## src/bfpm_consts.vh

```
// Constants for the motor fault protection monitor
`ifndef BFPM_CONSTS_VH
`define BFPM_CONSTS_VH
`define BFPM_CLK_MHZ 100
`define BFPM_CARRIER_US 100
`define BFPM_CARRIER_CYC (`BFPM_CARRIER_US * `BFPM_CLK_MHZ)
`define BFPM_TICK_MS 1
`define BFPM_TICK_CYC (`BFPM_TICK_MS * 1000 * `BFPM_CLK_MHZ)
`define BFPM_TIMEOUT_MS 20
`define BFPM_SPEED_MAX_RPM 33000
`define BFPM_ADC_FULL_V 26
`define BFPM_ADC_REF_V 5
`define BFPM_OV_LIMIT_RST 10'h3B0
`define BFPM_ADDR_CTRL 4'h0
`define BFPM_ADDR_STATUS 4'h1
`define BFPM_ADDR_SPEED 4'h2
`define BFPM_ADDR_OVLIM 4'h3
`define BFPM_ADDR_PWM 4'h4
`define BFPM_ADDR_VBUS 4'h5
`define BFPM_ADDR_TICKS 4'h6
`define BFPM_ERR_OV 0
`define BFPM_ERR_UV 1
`define BFPM_ERR_SHORT 2
`define BFPM_ERR_OC 3
`define BFPM_ERR_SPEED 4
`define BFPM_ERR_TMO 5
`define BFPM_ERR_PAT 6
`define BFPM_ERR_VBUS 7
`define BFPM_NERR 8
`endif

```

## src/bfpm_tick_gen.v

```verilog
// Periodic pulse generator for carrier and millisecond tasks
`include "bfpm_consts.vh"
module bfpm_tick_gen #(
	parameter PERIOD = 100
) (
	input wire i_clk_sys,
	input wire i_sys_rst,
	output reg o_tick
);
	reg [31:0] cnt_ff;
	always @(posedge i_clk_sys or posedge i_sys_rst) begin
		if (i_sys_rst) begin
			cnt_ff <= 32'h0;
			o_tick <= 1'b0;
		end else if (cnt_ff == PERIOD - 1) begin
			cnt_ff <= 32'h0;
			o_tick <= 1'b1;
		end else begin
			cnt_ff <= cnt_ff + 32'h1;
			o_tick <= 1'b0;
		end
	end
endmodule

```

## src/bfpm_monitor.v

```verilog
// Fault protection monitor and PWM output gate for a sensorless BLDC drive
`include "bfpm_consts.vh"
module bfpm_monitor (
	input wire i_clk_sys,
	input wire i_sys_rst,
	input wire i_predriver_fault_a,
	input wire i_predriver_fault_b,
	input wire i_overcurrent,
	input wire [2:0] i_comp_uvw,
	input wire i_commutation,
	input wire [15:0] i_rotation_speed,
	input wire [9:0] i_bus_voltage_adc,
	input wire [5:0] i_pwm_timer,
	input wire [3:0] i_addr,
	input wire [15:0] i_wdata,
	input wire i_wr,
	input wire i_rd,
	output reg [15:0] o_rdata,
	output reg o_u_upper_pwm,
	output reg o_u_lower_pwm,
	output reg o_v_upper_pwm,
	output reg o_v_lower_pwm,
	output reg o_w_upper_pwm,
	output reg o_w_lower_pwm,
	output reg [5:0] o_pwm_oe,
	output reg o_overcurrent_irq,
	output reg o_carrier_sync_irq,
	output reg o_millisecond_tick_irq,
	output reg o_fault_stop,
	output reg [9:0] o_modulation_vbus
);
	wire carrier_tick;
	wire ms_tick;
	reg [`BFPM_NERR-1:0] err_ff;
	reg [`BFPM_NERR-1:0] nxt_err;
	reg run_en_ff;
	reg [9:0] ov_limit_ff;
	reg [15:0] speed_ff;
	reg [4:0] tmo_ms_ff;
	reg commut_seen_ff;
	reg [15:0] stop_cnt_ff;
	reg [15:0] start_ms_ff;
	reg [9:0] vbus_ff;
	reg [2:0] pat_ff;
	reg pat_bad_ff;
	reg clr_req;
	reg [15:0] rd_mux;
	wire stop_any;

	bfpm_tick_gen #(.PERIOD(`BFPM_CARRIER_CYC)) u_carrier (
		.i_clk_sys(i_clk_sys),
		.i_sys_rst(i_sys_rst),
		.o_tick(carrier_tick)
	);
	bfpm_tick_gen #(.PERIOD(`BFPM_TICK_CYC)) u_millis (
		.i_clk_sys(i_clk_sys),
		.i_sys_rst(i_sys_rst),
		.o_tick(ms_tick)
	);

	assign stop_any = |err_ff;

	// Error capture; a new event wins over a software clear
	always @* begin
		nxt_err = clr_req ? {`BFPM_NERR{1'b0}} : err_ff;
		case ({i_predriver_fault_a, i_predriver_fault_b})
		2'b01: nxt_err[`BFPM_ERR_OV] = 1'b1;
		2'b00: nxt_err[`BFPM_ERR_UV] = 1'b1;
		2'b10: nxt_err[`BFPM_ERR_SHORT] = 1'b1;
		default: ;
		endcase
		if (i_overcurrent)
			nxt_err[`BFPM_ERR_OC] = 1'b1;
		if (ms_tick && speed_ff > `BFPM_SPEED_MAX_RPM)
			nxt_err[`BFPM_ERR_SPEED] = 1'b1;
		if (ms_tick && run_en_ff && !commut_seen_ff && tmo_ms_ff >= `BFPM_TIMEOUT_MS - 1)
			nxt_err[`BFPM_ERR_TMO] = 1'b1;
		if (pat_bad_ff)
			nxt_err[`BFPM_ERR_PAT] = 1'b1;
		if (vbus_ff > ov_limit_ff)
			nxt_err[`BFPM_ERR_VBUS] = 1'b1;
	end

	always @* begin
		clr_req = i_wr && (i_addr == `BFPM_ADDR_STATUS);
	end

	always @(posedge i_clk_sys or posedge i_sys_rst) begin
		if (i_sys_rst) begin
			err_ff <= {`BFPM_NERR{1'b0}};
		end else begin
			err_ff <= nxt_err;
		end
	end

	// Carrier-synchronous work: comparator pattern, speed sample, stop counter
	always @(posedge i_clk_sys or posedge i_sys_rst) begin
		if (i_sys_rst) begin
			pat_ff <= 3'h0;
			pat_bad_ff <= 1'b0;
			speed_ff <= 16'h0;
			stop_cnt_ff <= 16'h0;
			vbus_ff <= 10'h0;
		end else if (carrier_tick) begin
			pat_ff <= i_comp_uvw;
			pat_bad_ff <= run_en_ff && (i_comp_uvw == 3'h0 || i_comp_uvw == 3'h7);
			speed_ff <= i_rotation_speed;
			stop_cnt_ff <= 16'h0;
			vbus_ff <= i_bus_voltage_adc;
		end else begin
			pat_bad_ff <= 1'b0;
			if (stop_cnt_ff != 16'hFFFF)
				stop_cnt_ff <= stop_cnt_ff + 16'h1;
		end
	end

	// Millisecond work: commutation timeout and start-time count
	always @(posedge i_clk_sys or posedge i_sys_rst) begin
		if (i_sys_rst) begin
			tmo_ms_ff <= 5'h0;
			commut_seen_ff <= 1'b0;
			start_ms_ff <= 16'h0;
		end else begin
			if (ms_tick) begin
				commut_seen_ff <= i_commutation;
				if (commut_seen_ff || i_commutation || !run_en_ff)
					tmo_ms_ff <= 5'h0;
				else if (tmo_ms_ff != 5'h1F)
					tmo_ms_ff <= tmo_ms_ff + 5'h1;
				if (run_en_ff && start_ms_ff != 16'hFFFF)
					start_ms_ff <= start_ms_ff + 16'h1;
			end else if (i_commutation) begin
				commut_seen_ff <= 1'b1;
			end
			if (!run_en_ff)
				start_ms_ff <= 16'h0;
		end
	end

	// Control register
	always @(posedge i_clk_sys or posedge i_sys_rst) begin
		if (i_sys_rst) begin
			run_en_ff <= 1'b0;
			ov_limit_ff <= `BFPM_OV_LIMIT_RST;
		end else begin
			if (i_wr && i_addr == `BFPM_ADDR_CTRL)
				run_en_ff <= i_wdata[0];
			else if (stop_any)
				run_en_ff <= 1'b0;
			if (i_wr && i_addr == `BFPM_ADDR_OVLIM)
				ov_limit_ff <= i_wdata[9:0];
		end
	end

	// Output stage: active high gates, output enables cleared on any stop
	always @(posedge i_clk_sys or posedge i_sys_rst) begin
		if (i_sys_rst) begin
			o_u_upper_pwm <= 1'b0;
			o_u_lower_pwm <= 1'b0;
			o_v_upper_pwm <= 1'b0;
			o_v_lower_pwm <= 1'b0;
			o_w_upper_pwm <= 1'b0;
			o_w_lower_pwm <= 1'b0;
			o_pwm_oe <= 6'h00;
			o_fault_stop <= 1'b0;
			o_overcurrent_irq <= 1'b0;
			o_carrier_sync_irq <= 1'b0;
			o_millisecond_tick_irq <= 1'b0;
			o_modulation_vbus <= 10'h000;
		end else begin
			o_u_upper_pwm <= i_pwm_timer[0];
			o_u_lower_pwm <= i_pwm_timer[1];
			o_v_upper_pwm <= i_pwm_timer[2];
			o_v_lower_pwm <= i_pwm_timer[3];
			o_w_upper_pwm <= i_pwm_timer[4];
			o_w_lower_pwm <= i_pwm_timer[5];
			if (i_overcurrent || stop_any || !run_en_ff)
				o_pwm_oe <= 6'h00;
			else
				o_pwm_oe <= 6'h3F;
			o_fault_stop <= stop_any || i_overcurrent;
			o_overcurrent_irq <= i_overcurrent && !err_ff[`BFPM_ERR_OC];
			o_carrier_sync_irq <= carrier_tick;
			o_millisecond_tick_irq <= ms_tick;
			if (carrier_tick)
				o_modulation_vbus <= i_bus_voltage_adc;
		end
	end

	// Register read port
	always @* begin
		if (i_addr == `BFPM_ADDR_CTRL)
			rd_mux = {15'h0, run_en_ff};
		else if (i_addr == `BFPM_ADDR_STATUS)
			rd_mux = {8'h0, err_ff};
		else if (i_addr == `BFPM_ADDR_SPEED)
			rd_mux = speed_ff;
		else if (i_addr == `BFPM_ADDR_OVLIM)
			rd_mux = {6'h0, ov_limit_ff};
		else if (i_addr == `BFPM_ADDR_PWM)
			rd_mux = {5'h0, pat_ff, 2'h0, o_pwm_oe};
		else if (i_addr == `BFPM_ADDR_VBUS)
			rd_mux = {6'h0, vbus_ff};
		else if (i_addr == `BFPM_ADDR_TICKS)
			rd_mux = start_ms_ff;
		else
			rd_mux = 16'h0000;
	end

	always @(posedge i_clk_sys or posedge i_sys_rst) begin
		if (i_sys_rst)
			o_rdata <= 16'h0000;
		else if (i_rd)
			o_rdata <= rd_mux;
		else
			o_rdata <= 16'h0000;
	end
endmodule

```

## config.mk

```make
export PLATFORM = sky130hd
export DESIGN_NAME = bfpm_monitor
export DESIGN_NICKNAME = d
export VERILOG_FILES = /design/src/bfpm_tick_gen.v /design/src/bfpm_monitor.v
export VERILOG_INCLUDE_DIRS = /design/src
export SDC_FILE = /design/constraint.sdc
export NUM_CORES = 1
export LEC_CHECK = 0
export CAP_MARGIN = 40
export CORE_UTILIZATION = 35
export DETAILED_ROUTE_END_ITERATION = 10
export DONT_BUFFER_PORTS = 1
export PLACE_DENSITY = 0.53
export SLEW_MARGIN = 15
export SYNTH_ARGS = -nofsm -noshare
export SYNTH_HDL_FRONTEND = slang
export SYNTH_SLANG_ARGS = --single-unit
```

## constraint.sdc

```tcl
create_clock -name i_clk_sys -period 5.6 [get_ports i_clk_sys]
set_clock_uncertainty 0.15 [all_clocks]
set_input_delay 0.56 -clock i_clk_sys [delete_from_list [all_inputs] [get_ports i_clk_sys]]
set_output_delay 0.56 -clock i_clk_sys [all_outputs]
set_load 0.05 [all_outputs]
```

==> results.toml, run 1 <==
[clocking]
cts_buffer_depth = 2
cts_post_setup_buffers_inserted = 0
clkLatencyLatePin_ps = 430
cts_buffers = 17
cts_hold_buf = 7
cts_resized = 0
clkTransAtPathRegs_ps = 60
cts_tree = "built"
cts-root-buf = "clkbuf_16"
htreeDepth = 4
clock_sink_count = 164

[place]
io_buffers = 0
gp_congestion = 0.841
place_hpwl_um = 12400
dpl_worst_slack_ps = 3130

[setup_path]
worst-setup-path-type = "register to register"
path_max_fanout = 5
critPathArrivalTime_ps = 2400
cp.required_ps = 5740
crit_path_start_kind = "register"
reg2reg_slack_ps = 3340
worst_setup_path_end_kind = "register"

[global_route]
grt_pass1_vias = 5461
grt_overflow = 0
grt_max_degree = 88
grt_pass1_wl_um = 28600
antenna_found_initial = 7
gr-usage-all-layers = 0.166

[final_layout]
fin_nets = 825
drive_above_1_share = 0.105
syn2layout_area_growth_pct = 12.4

[logic_synthesis]
async_reset_ff_frac = 1.00
synth_ff_type = "dfrtp_1"
ys_warn_count = 0
synthDistinctLibCells = 57
syn_area_mm2 = 0.00767
synth_seq_area_share = 0.536
synth_seq_cells = 164
synthCells = 743
synth_nets = 821
syn_area_per_cell_um2 = 10.3
synth-edff-count = 0

[detailed_routing]
drc = 0
drt-total-wl_um = 17300
drt_pass1_iterations = 5
vias = 5474
routedWlPerCell_um = 16.7
viasPerCell = 5.27
ant_nets = 0
drtIter0Drc = 240

[pwr]
power_density_mw_per_mm2 = 298
clkPwrFrac = 0.462
power_frac_comb = 0.049
peakVddDrop_mv = 0.196
power.switching_mw = 0.613
leakage_nw = 3.79
seq_power_share = 0.490
switching_share = 0.239
cell_internal_pwr_mw = 1.95

[floorplan]
row_count = 53
initial_utilization = 0.360
num_io_pins = 105
dieArea_mm2 = 0.0225
core-area_mm2 = 0.0213
die_w_um = 150
die_h_um = 150

[timing]
fin_ws_ps = 3340
finalMaxSlewViolations = 0
fin_crit_sh = 0.404
timing.slew.headroom = 0.411
setup_viol = 0
fmax_mhz = 442
worst_slew_pin_slew_ps = 875
final.setup.tns_ps = 0
rsz0062_at_grt = "no"
period_minus_slack_ps = 2260
final_hold_viol_count = 0

[flow_run]
cap_violations = 0

[min_path]
hp-class = "input pin to register"

[run_status]
status = "finished, final reports clean"
kinds of logic after synthesis:
family,count (synthesis),synth area share
buffers and inverters,55,0.0308
muxes,29,0.0419
adders and majority gates,15,0.0245
DFF,164,0.536
and+or+nand+nor,301,0.203
AOI/OAI and AO/OA,117,0.0930
xor gates and xnor gates,62,0.0708
path summary, 6_finish.rpt:
check                                     from                   to  depth (start not counted)
max                             start_ms_ff[0]       start_ms_ff[0]                          6
min                        i_predriver_fault_a            err_ff[1]                          1
max reg2reg                     start_ms_ff[0]       start_ms_ff[0]                          6
min reg2reg                         pat_bad_ff            err_ff[6]                          1
max in group asynchronous            i_sys_rst       ov_limit_ff[0]                          3
min in group asynchronous            i_sys_rst  u_carrier.cnt_ff[9]                          2
critical path, cell delays in order (launching register included):
cell and delay, ps:
dfrtp_1 410, ha_1 270, nand4_1 160, nor4_1 670, nand2b_1 250, xor2_1 160
nor2_1 50
cells in the final DEF, fill, tap and decap left out, types with 4 or more instances in the layout:
| cell type | n |
|---|---|
| clkinvlp_4 | 4 |
| inv_6 | 6 |
| mux2i_1 | 4 |
| nand2b_1 | 21 |
| nand3_1 | 30 |
| dfstp_2 | 5 |
| a31oi_1 | 7 |
| nand4_1 | 23 |
| ha_1 | 15 |
| nor4_1 | 15 |
| a21oi_1 | 25 |
| dlygate4sd3_1 | 7 |
| xor2_1 | 21 |
| nand2_1 | 80 |
| a21o_1 | 4 |
| a2111oi_0 | 4 |
| inv_1 | 28 |
| dfrtp_1 | 158 |
| clkbuf_16 | 17 |
| and3_1 | 12 |
| mux2_2 | 25 |
| and2_1 | 4 |
| or3_1 | 5 |
| nor2b_1 | 10 |
| a22oi_1 | 5 |
| and4_1 | 6 |
| xnor2_1 | 41 |
| o21ai_0 | 49 |
| nor2_1 | 62 |
| nor3_1 | 14 |
routing by layer:
metal,GRT usage,wire (um),up-vias
li1,-,-,2611
met1,0.211,7630,2691
met2,0.265,8180,141
met3,0.0555,1270,23
met4,0.0510,190,8
met5,0,57,-
layout make-up:
type                            count  area, um^2
Fill cell                        2016       12700
Sequential cell                   164        4110
Multi-Input combinational cell    524        3320
Clock buffer                       19         453
Tap cell                          275         344
Clock inverter                     13         148
Timing Repair Buffer               11         120
Inverter                           29         114
Antenna cell                        3        7.51
sequential cells by signal (all words and copies together) (netlist names), 3 cells and up:
name	flops
err_ff	8
o_modulation_vbus	10
o_rdata	16
ov_limit_ff	10
pat_ff	3
speed_ff	16
start_ms_ff	16
tmo_ms_ff	5
u_carrier.cnt_ff	32
u_millis.cnt_ff	32
synthesized netlist by cell type (2+ instances only):
cell       instances  area, um^2
and4_1             6        52.6
buf_4              5        37.5
a31oi_1            7        43.8
xor2_1            21         184
xnor2_1           41         359
nor2b_1           10        62.6
a22o_1             3        26.3
or3_1              5        31.3
a21o_1             4        30.0
nand3_1           30         150
a41o_1             2        20.0
a22oi_1            5        37.5
nor4_1            15        93.8
a32oi_1            2        17.5
nand2_1           80         300
and3_1            12        75.1
a2111oi_0          4        35.0
buf_2              3        15.0
a211oi_1           3        22.5
mux2i_1            4        40.0
nand2b_1          21         131
a32o_1             2        20.0
o31ai_1            2        15.0
o31a_1             3        26.3
a21oi_1           25         125
nor3_1            14        70.1
dfrtp_1          159        3980
nand4_1           23         144
and2_1             4        25.0
ha_1              15         188
or2_2              3        18.8
nor3b_1            2        15.0
inv_1             29         109
mux2_2            25         282
nor2_1            62         233
nor4b_1            2        17.5
nor4_2             2        25.0
clkbuf_1          14        52.6
buf_1              3        11.3
dfstp_2            5         131
nor3_2             2        20.0
o21ai_0           49         245
power groups by stage:
stage	Combinational, mW	Clock (mW)	Sequential [mW]
finish	0.125	1.18	1.26
global route	0.147	1.27	1.26
CTS	0.128	1.22	1.26
detailed placement	0.123	0	1.28
global placement	0.119	0	1.28
floorplan	0.0965	0	1.27
stage by stage:
| stage | instances | power, mW | instance area [um^2] | util | hold slack (ps) |
|---|---|---|---|---|---|
| 5_1_grt | 1035 | 2.67 | 8610 | 0.405 | 51.6 |
| 2_1_floorplan | 743 | 1.37 | 7670 | - | 202 |
| 4_1_cts | 1035 | 2.60 | 8610 | 0.405 | 52.4 |
| 6_report | 1038 | 2.57 | 8620 | 0.405 | 71.1 |
| 3_3_place_gp | 995 | 1.40 | 7920 | 0.372 | 264 |
| 3_5_place_dp | 996 | 1.40 | 7940 | 0.373 | 260 |
Note: power is estimated with default switching activity, not from simulation.
==> run 2, diff against run 1 <==
--- a/config.mk
+++ b/config.mk
@@ -10,7 +10,7 @@
 export CORE_UTILIZATION = 35
 export DETAILED_ROUTE_END_ITERATION = 10
 export DONT_BUFFER_PORTS = 1
-export PLACE_DENSITY = 0.53
+export PLACE_DENSITY = 0.55
 export SLEW_MARGIN = 15
 export SYNTH_ARGS = -nofsm -noshare
 export SYNTH_HDL_FRONTEND = slang
==> constraint.sdc (replaced) <==
create_clock -name i_clk_sys -period 1.8 [get_ports i_clk_sys]
set_clock_uncertainty 0.15 [all_clocks]
set_input_delay 0.18 -clock i_clk_sys [delete_from_list [all_inputs] [get_ports i_clk_sys]]
set_output_delay 0.18 -clock i_clk_sys [all_outputs]
set_load 0.05 [all_outputs]
==> results.toml, run 2 (same netlist as run 1, synthesis figures left out) <==
[timing]
worst_slew_pin_slew_ps = 630
final.setup.tns_ps = -30.3
hold_ws_ps = 23.9
fmax_mhz = 549
fin_crit_sh = 1.01
fin_ws_ps = -20.0
finalMaxSlewViolations = 0
final_hold_viol_count = 0
timing.slew.headroom = 0.579
setup_viol = 2
rsz0062_at_grt = "yes"
period_minus_slack_ps = 1820

[setup_path]
worst-setup-path-type = "register to register"
crit_path_start_kind = "register"
worst_setup_path_end_kind = "register"
critPathArrivalTime_ps = 2010
worstSetupStartpoint = "u_millis.cnt_ff[0]"
cp.required_ps = 1990
reg2reg_slack_ps = -20
rr_startpoint = "u_millis.cnt_ff[0]"
path_max_fanout = 6

[final_layout]
syn2layout_area_growth_pct = 32.9
final_cell_mix = "158 x dfrtp_1, 99 x buf_4, 78 x nand2_1"
drive_above_1_share = 0.232
fin_nets = 986
fill_cells = 1976
final_cell_area_mm2 = 0.0102
final_common_cell = "dfrtp_1"
reg_top3 = "u_carrier.cnt_ff (32), u_millis.cnt_ff (32)"

[place]
place_hpwl_um = 13100
dpl_worst_slack_ps = -52.5
gp_congestion = 0.845
placed_cell_area_mm2 = 0.00866
io_buffers = 0

[clocking]
clkTransAtPathRegs_ps = 70
htreeDepth = 4
cts_buffers = 17
cts-root-buf = "clkbuf_16"
cts_buffer_depth = 2
cts_tree = "built"
clkLatencyLatePin_ps = 430
clock_sink_count = 164

[global_route]
grt_pass1_vias = 5936
grt_pass1_wl_um = 30800
grt_overflow = 0
grt_max_degree = 65
gr-usage-all-layers = 0.179
antenna_found_initial = 4

[detailed_routing]
drt_pass1_iterations = 5
drtIter0Drc = 231
viasPerCell = 5.07
drt-total-wl_um = 19200
routedWlPerCell_um = 16.0
vias = 6085
drc = 0
ant_nets = 0

[pwr]
peakVddDrop_mv = 0.519
total_power_mw = 8.22
leakage_nw = 4.63
power_density_mw_per_mm2 = 806

[min_path]
hp-start = "i_addr[0]"
hp-class = "input pin to register"

[floorplan]
row_count = 53
initial_utilization = 0.360
core-area_mm2 = 0.0213
die_h_um = 150
num_io_pins = 105
dieArea_mm2 = 0.0225
die_w_um = 150

[run_status]
status = "finished with violations"
violations = "setup timing"

[flow_run]
cap_violations = 0
==> run 2: changes by cell type in the layout (fill, tap and decap cells not counted), moves of 4 or more <==
cell	previous run	this run
buf_12	0	4
buf_4	3	99
nor4_1	15	10
nor4_2	2	7
nor2_1	62	56
nor2_2	0	6
dlygate4sd3_1	7	65
==> run 2: area by class of cell <==
class	instances	area (um^2)	share of cell area
flip-flops and latches	164	4110	0.403
multi-input cells	524	3490	0.342
repair buffers	172	1520	0.149
clock buffers	21	470	0.0461
well taps	275	344	0.0338
clock inverters	11	138	0.0135
inverters	29	113	0.0110
diodes	5	12.5	0.00123
==> run 2: path summary, 6_finish.rpt <==
| check | to | depth (start not counted) |
|---|---|---|
| max in group asynchronous | u_carrier.cnt_ff[22] | 3 |
| min in group asynchronous | u_carrier.cnt_ff[28] | 3 |
| min reg2reg | err_ff[6] | 1 |
| max reg2reg | u_millis.cnt_ff[24] | 6 |
| max | u_millis.cnt_ff[24] | 6 |
| min | o_rdata[0] | 4 |
==> run 2: worst max-delay path, cell delays in order, from the launching register on <==
cell and delay (ps):
dfrtp_1 370, ha_1 180, and4_1 220, nand4_1 160, or2_4 350, nor3_4 130
xor2_1 170
==> run 2: what timing repair did <==
action                                  in CTS  in global routing
endpoints found under the setup margin      26                 51
buffers inserted                             3                  8
endpoints found under the hold margin      233                  0
hold buffers                                66                  0
gates resized for setup                     10                 29
pin swaps                                    3                 19
==> run 2: power breakdown <==
part	internal [mW]	switching, mW	total (mW)
combinational	0.246	0.314	0.560
clock	2.19	1.56	3.75
sequential	3.79	0.114	3.91
total	6.23	1.99	8.22
==> run 2: metal layers <==
metal / track usage / share of wire / vias to the layer above
met5: 0 / 0 / -
met1: 0.238 / 0.45 / 2995
met3: 0.0537 / 0.061 / 19
met2: 0.280 / 0.47 / 132
li1: - / - / 2939
met4: 0.0505 / 0.010 / 0
==> run 2: stage by stage <==
step | util | std cells
after detailed placement | 0.407 | 1087
after CTS | 0.469 | 1188
after global placement | 0.407 | 1087
after floorplan | - | 743
final | 0.479 | 1201
after global routing | 0.479 | 1200
==> run 3, diff against run 2 <==
--- a/config.mk
+++ b/config.mk
@@ -10,7 +10,9 @@
 export CORE_UTILIZATION = 35
 export DETAILED_ROUTE_END_ITERATION = 10
 export DONT_BUFFER_PORTS = 1
+export GPL_TIMING_DRIVEN = 0
 export PLACE_DENSITY = 0.55
+export RECOVER_POWER = 50
 export SLEW_MARGIN = 15
 export SYNTH_ARGS = -nofsm -noshare
 export SYNTH_HDL_FRONTEND = slang
==> results.toml, run 3 (same netlist as run 1, synthesis figures left out) <==
[setup_path]
worst-setup-path-type = "input pin to register"
path_cells = "clkbuf_1 -> nor2b_1 -> nand3_1 -> nand2_1 -> o21ai_0 -> dlygate4sd3_1"
crit_path_start_kind = "input pin"
critical-path-max-stage-delay_ps = 550
cp.required_ps = 1960
worst_setup_path_end_kind = "register"
path_max_fanout = 10
critPathArrivalTime_ps = 2060
slowest_stage = "dlygate4sd3_1"

[pwr]
peakVddDrop_mv = 0.622
leakage_nw = 4.46
power_density_mw_per_mm2 = 807
total_power_mw = 8.18

[final_layout]
syn2layout_area_growth_pct = 32.1
reg_top3 = "u_carrier.cnt_ff (32), u_millis.cnt_ff (32)"
final_cell_mix = "141 x dfrtp_1, 78 x nand2_1, 57 x dlygate4sd3_1"
fill_cells = 1939
final_common_cell = "dfrtp_1"
drive_above_1_share = 0.247
fin_nets = 948
final_cell_area_mm2 = 0.0101
seqCellArea_mm2 = 0.00413
utilization = 0.476
multi_input_area_mm2 = 0.00375

[global_route]
grt_pass1_wl_um = 31300
grt_overflow = 0
grt_max_degree = 36
gr-usage-all-layers = 0.181
grt_pass1_vias = 5939
antenna_found_initial = 5

[flow_run]
cap_violations = 0

[floorplan]
core-area_mm2 = 0.0213
dieArea_mm2 = 0.0225
initial_utilization = 0.360
die_w_um = 150
row_count = 53
die_h_um = 150
num_io_pins = 105

[clocking]
cts-root-buf = "clkbuf_16"
clkLatencyLatePin_ps = 440
clkTransAtPathRegs_ps = 60
cts_tree = "built"
cts_buffers = 17
cts_buffer_depth = 2
htreeDepth = 4
clock_sink_count = 164

[timing]
final_hold_viol_count = 0
worst_slew_pin_slew_ps = 970
fmax_mhz = 527
rsz0062_at_grt = "yes"
finalMaxSlewViolations = 0
setup_viol = 2
period_minus_slack_ps = 1900
fin_ws_ps = -95.7
timing.slew.headroom = 0.350
hold_ws_ps = 62.2
fin_crit_sh = 1.05

[run_status]
violations = "setup timing"
status = "finished with violations"

[min_path]
hp-class = "input pin to register"

[detailed_routing]
vias = 5999
drc = 0
ant_nets = 0
drt_pass1_iterations = 5
routedWlPerCell_um = 16.9
drtIter0Drc = 417
viasPerCell = 5.15
drt-total-wl_um = 19700

[place]
place_hpwl_um = 13300
gp_congestion = 0.906
dpl_worst_slack_ps = -518
placed_cell_area_mm2 = 0.00813
io_buffers = 0
[run 3: cell types whose count changed in the layout (fill, tap and decap cells not counted), moves of 4 or more]
cell / change
nand3_1: -6
clkbuf_1: +9
dlygate4sd3_1: -8
nor2_4: +8
dfrtp_1: -17
nor4_2: -4
ha_1: -5
nor2_1: -7
ha_4: +5
dfrtp_2: +17
buf_4: -49
[run 3: worst paths after layout]
path	cells after the start	slack, ps	to	from
max	6	-100	err_ff[1]	i_addr[0]
min	4	60	o_rdata[7]	i_addr[1]
max reg2reg	5	-50	u_millis.cnt_ff[31]	u_millis.cnt_ff[2]
min reg2reg	1	300	err_ff[6]	pat_bad_ff
max in group asynchronous	5	170	ov_limit_ff[4]	i_sys_rst
min in group asynchronous	2	210	u_millis.cnt_ff[26]	i_sys_rst
[run 3: layout make-up]
cell class                 instances  share of cell area
timing repair buffer             113               0.107
clock inverter                    13              0.0137
clock buffer                      19              0.0447
buffer                            20             0.00963
inverter                          29              0.0109
multi-input combinational        525               0.370
sequential                       164               0.408
antenna                            7             0.00173
tap                              275              0.0340
[run 3: power breakdown]
group	switching, mW	internal [mW]
Clock	1.64	2.03
Sequential	0.116	3.79
Combinational	0.344	0.260
Total	2.10	6.08
[run 3: metrics by stage]
| stage | TNS [ps] | cells |
|---|---|---|
| finish | -144 | 1165 |
| global route | -2050 | 1163 |
| CTS | -685 | 1141 |
| detailed placement | -20140 | 1023 |
| global placement | -275430 | 1018 |
| floorplan | -97720 | 743 |
[run 3: timing repair]
item | CTS | global route
resized for setup | 49 | 66
hold buffers | 56 | 1
pin swaps | 17 | 34
cloned | 1 | 0
endpoints found under the hold margin | 111 | 7
setup endpoints to repair | 90 | 80
buffers inserted | 30 | 21
[run 3: worst max-delay path, delay by kind of cell]
family,cells,cell delay (ps)
compound gates,1,80
simple gates,3,870
buf+inv,2,930
[run 3: routing by layer]
metal  vias up  part of all wire  GRT usage
li1       2863                 -          -
met1      2953              0.45      0.239
met2       168              0.48      0.292
met3        15             0.062     0.0534
met4         0            0.0095     0.0429
met5         -                 0          0
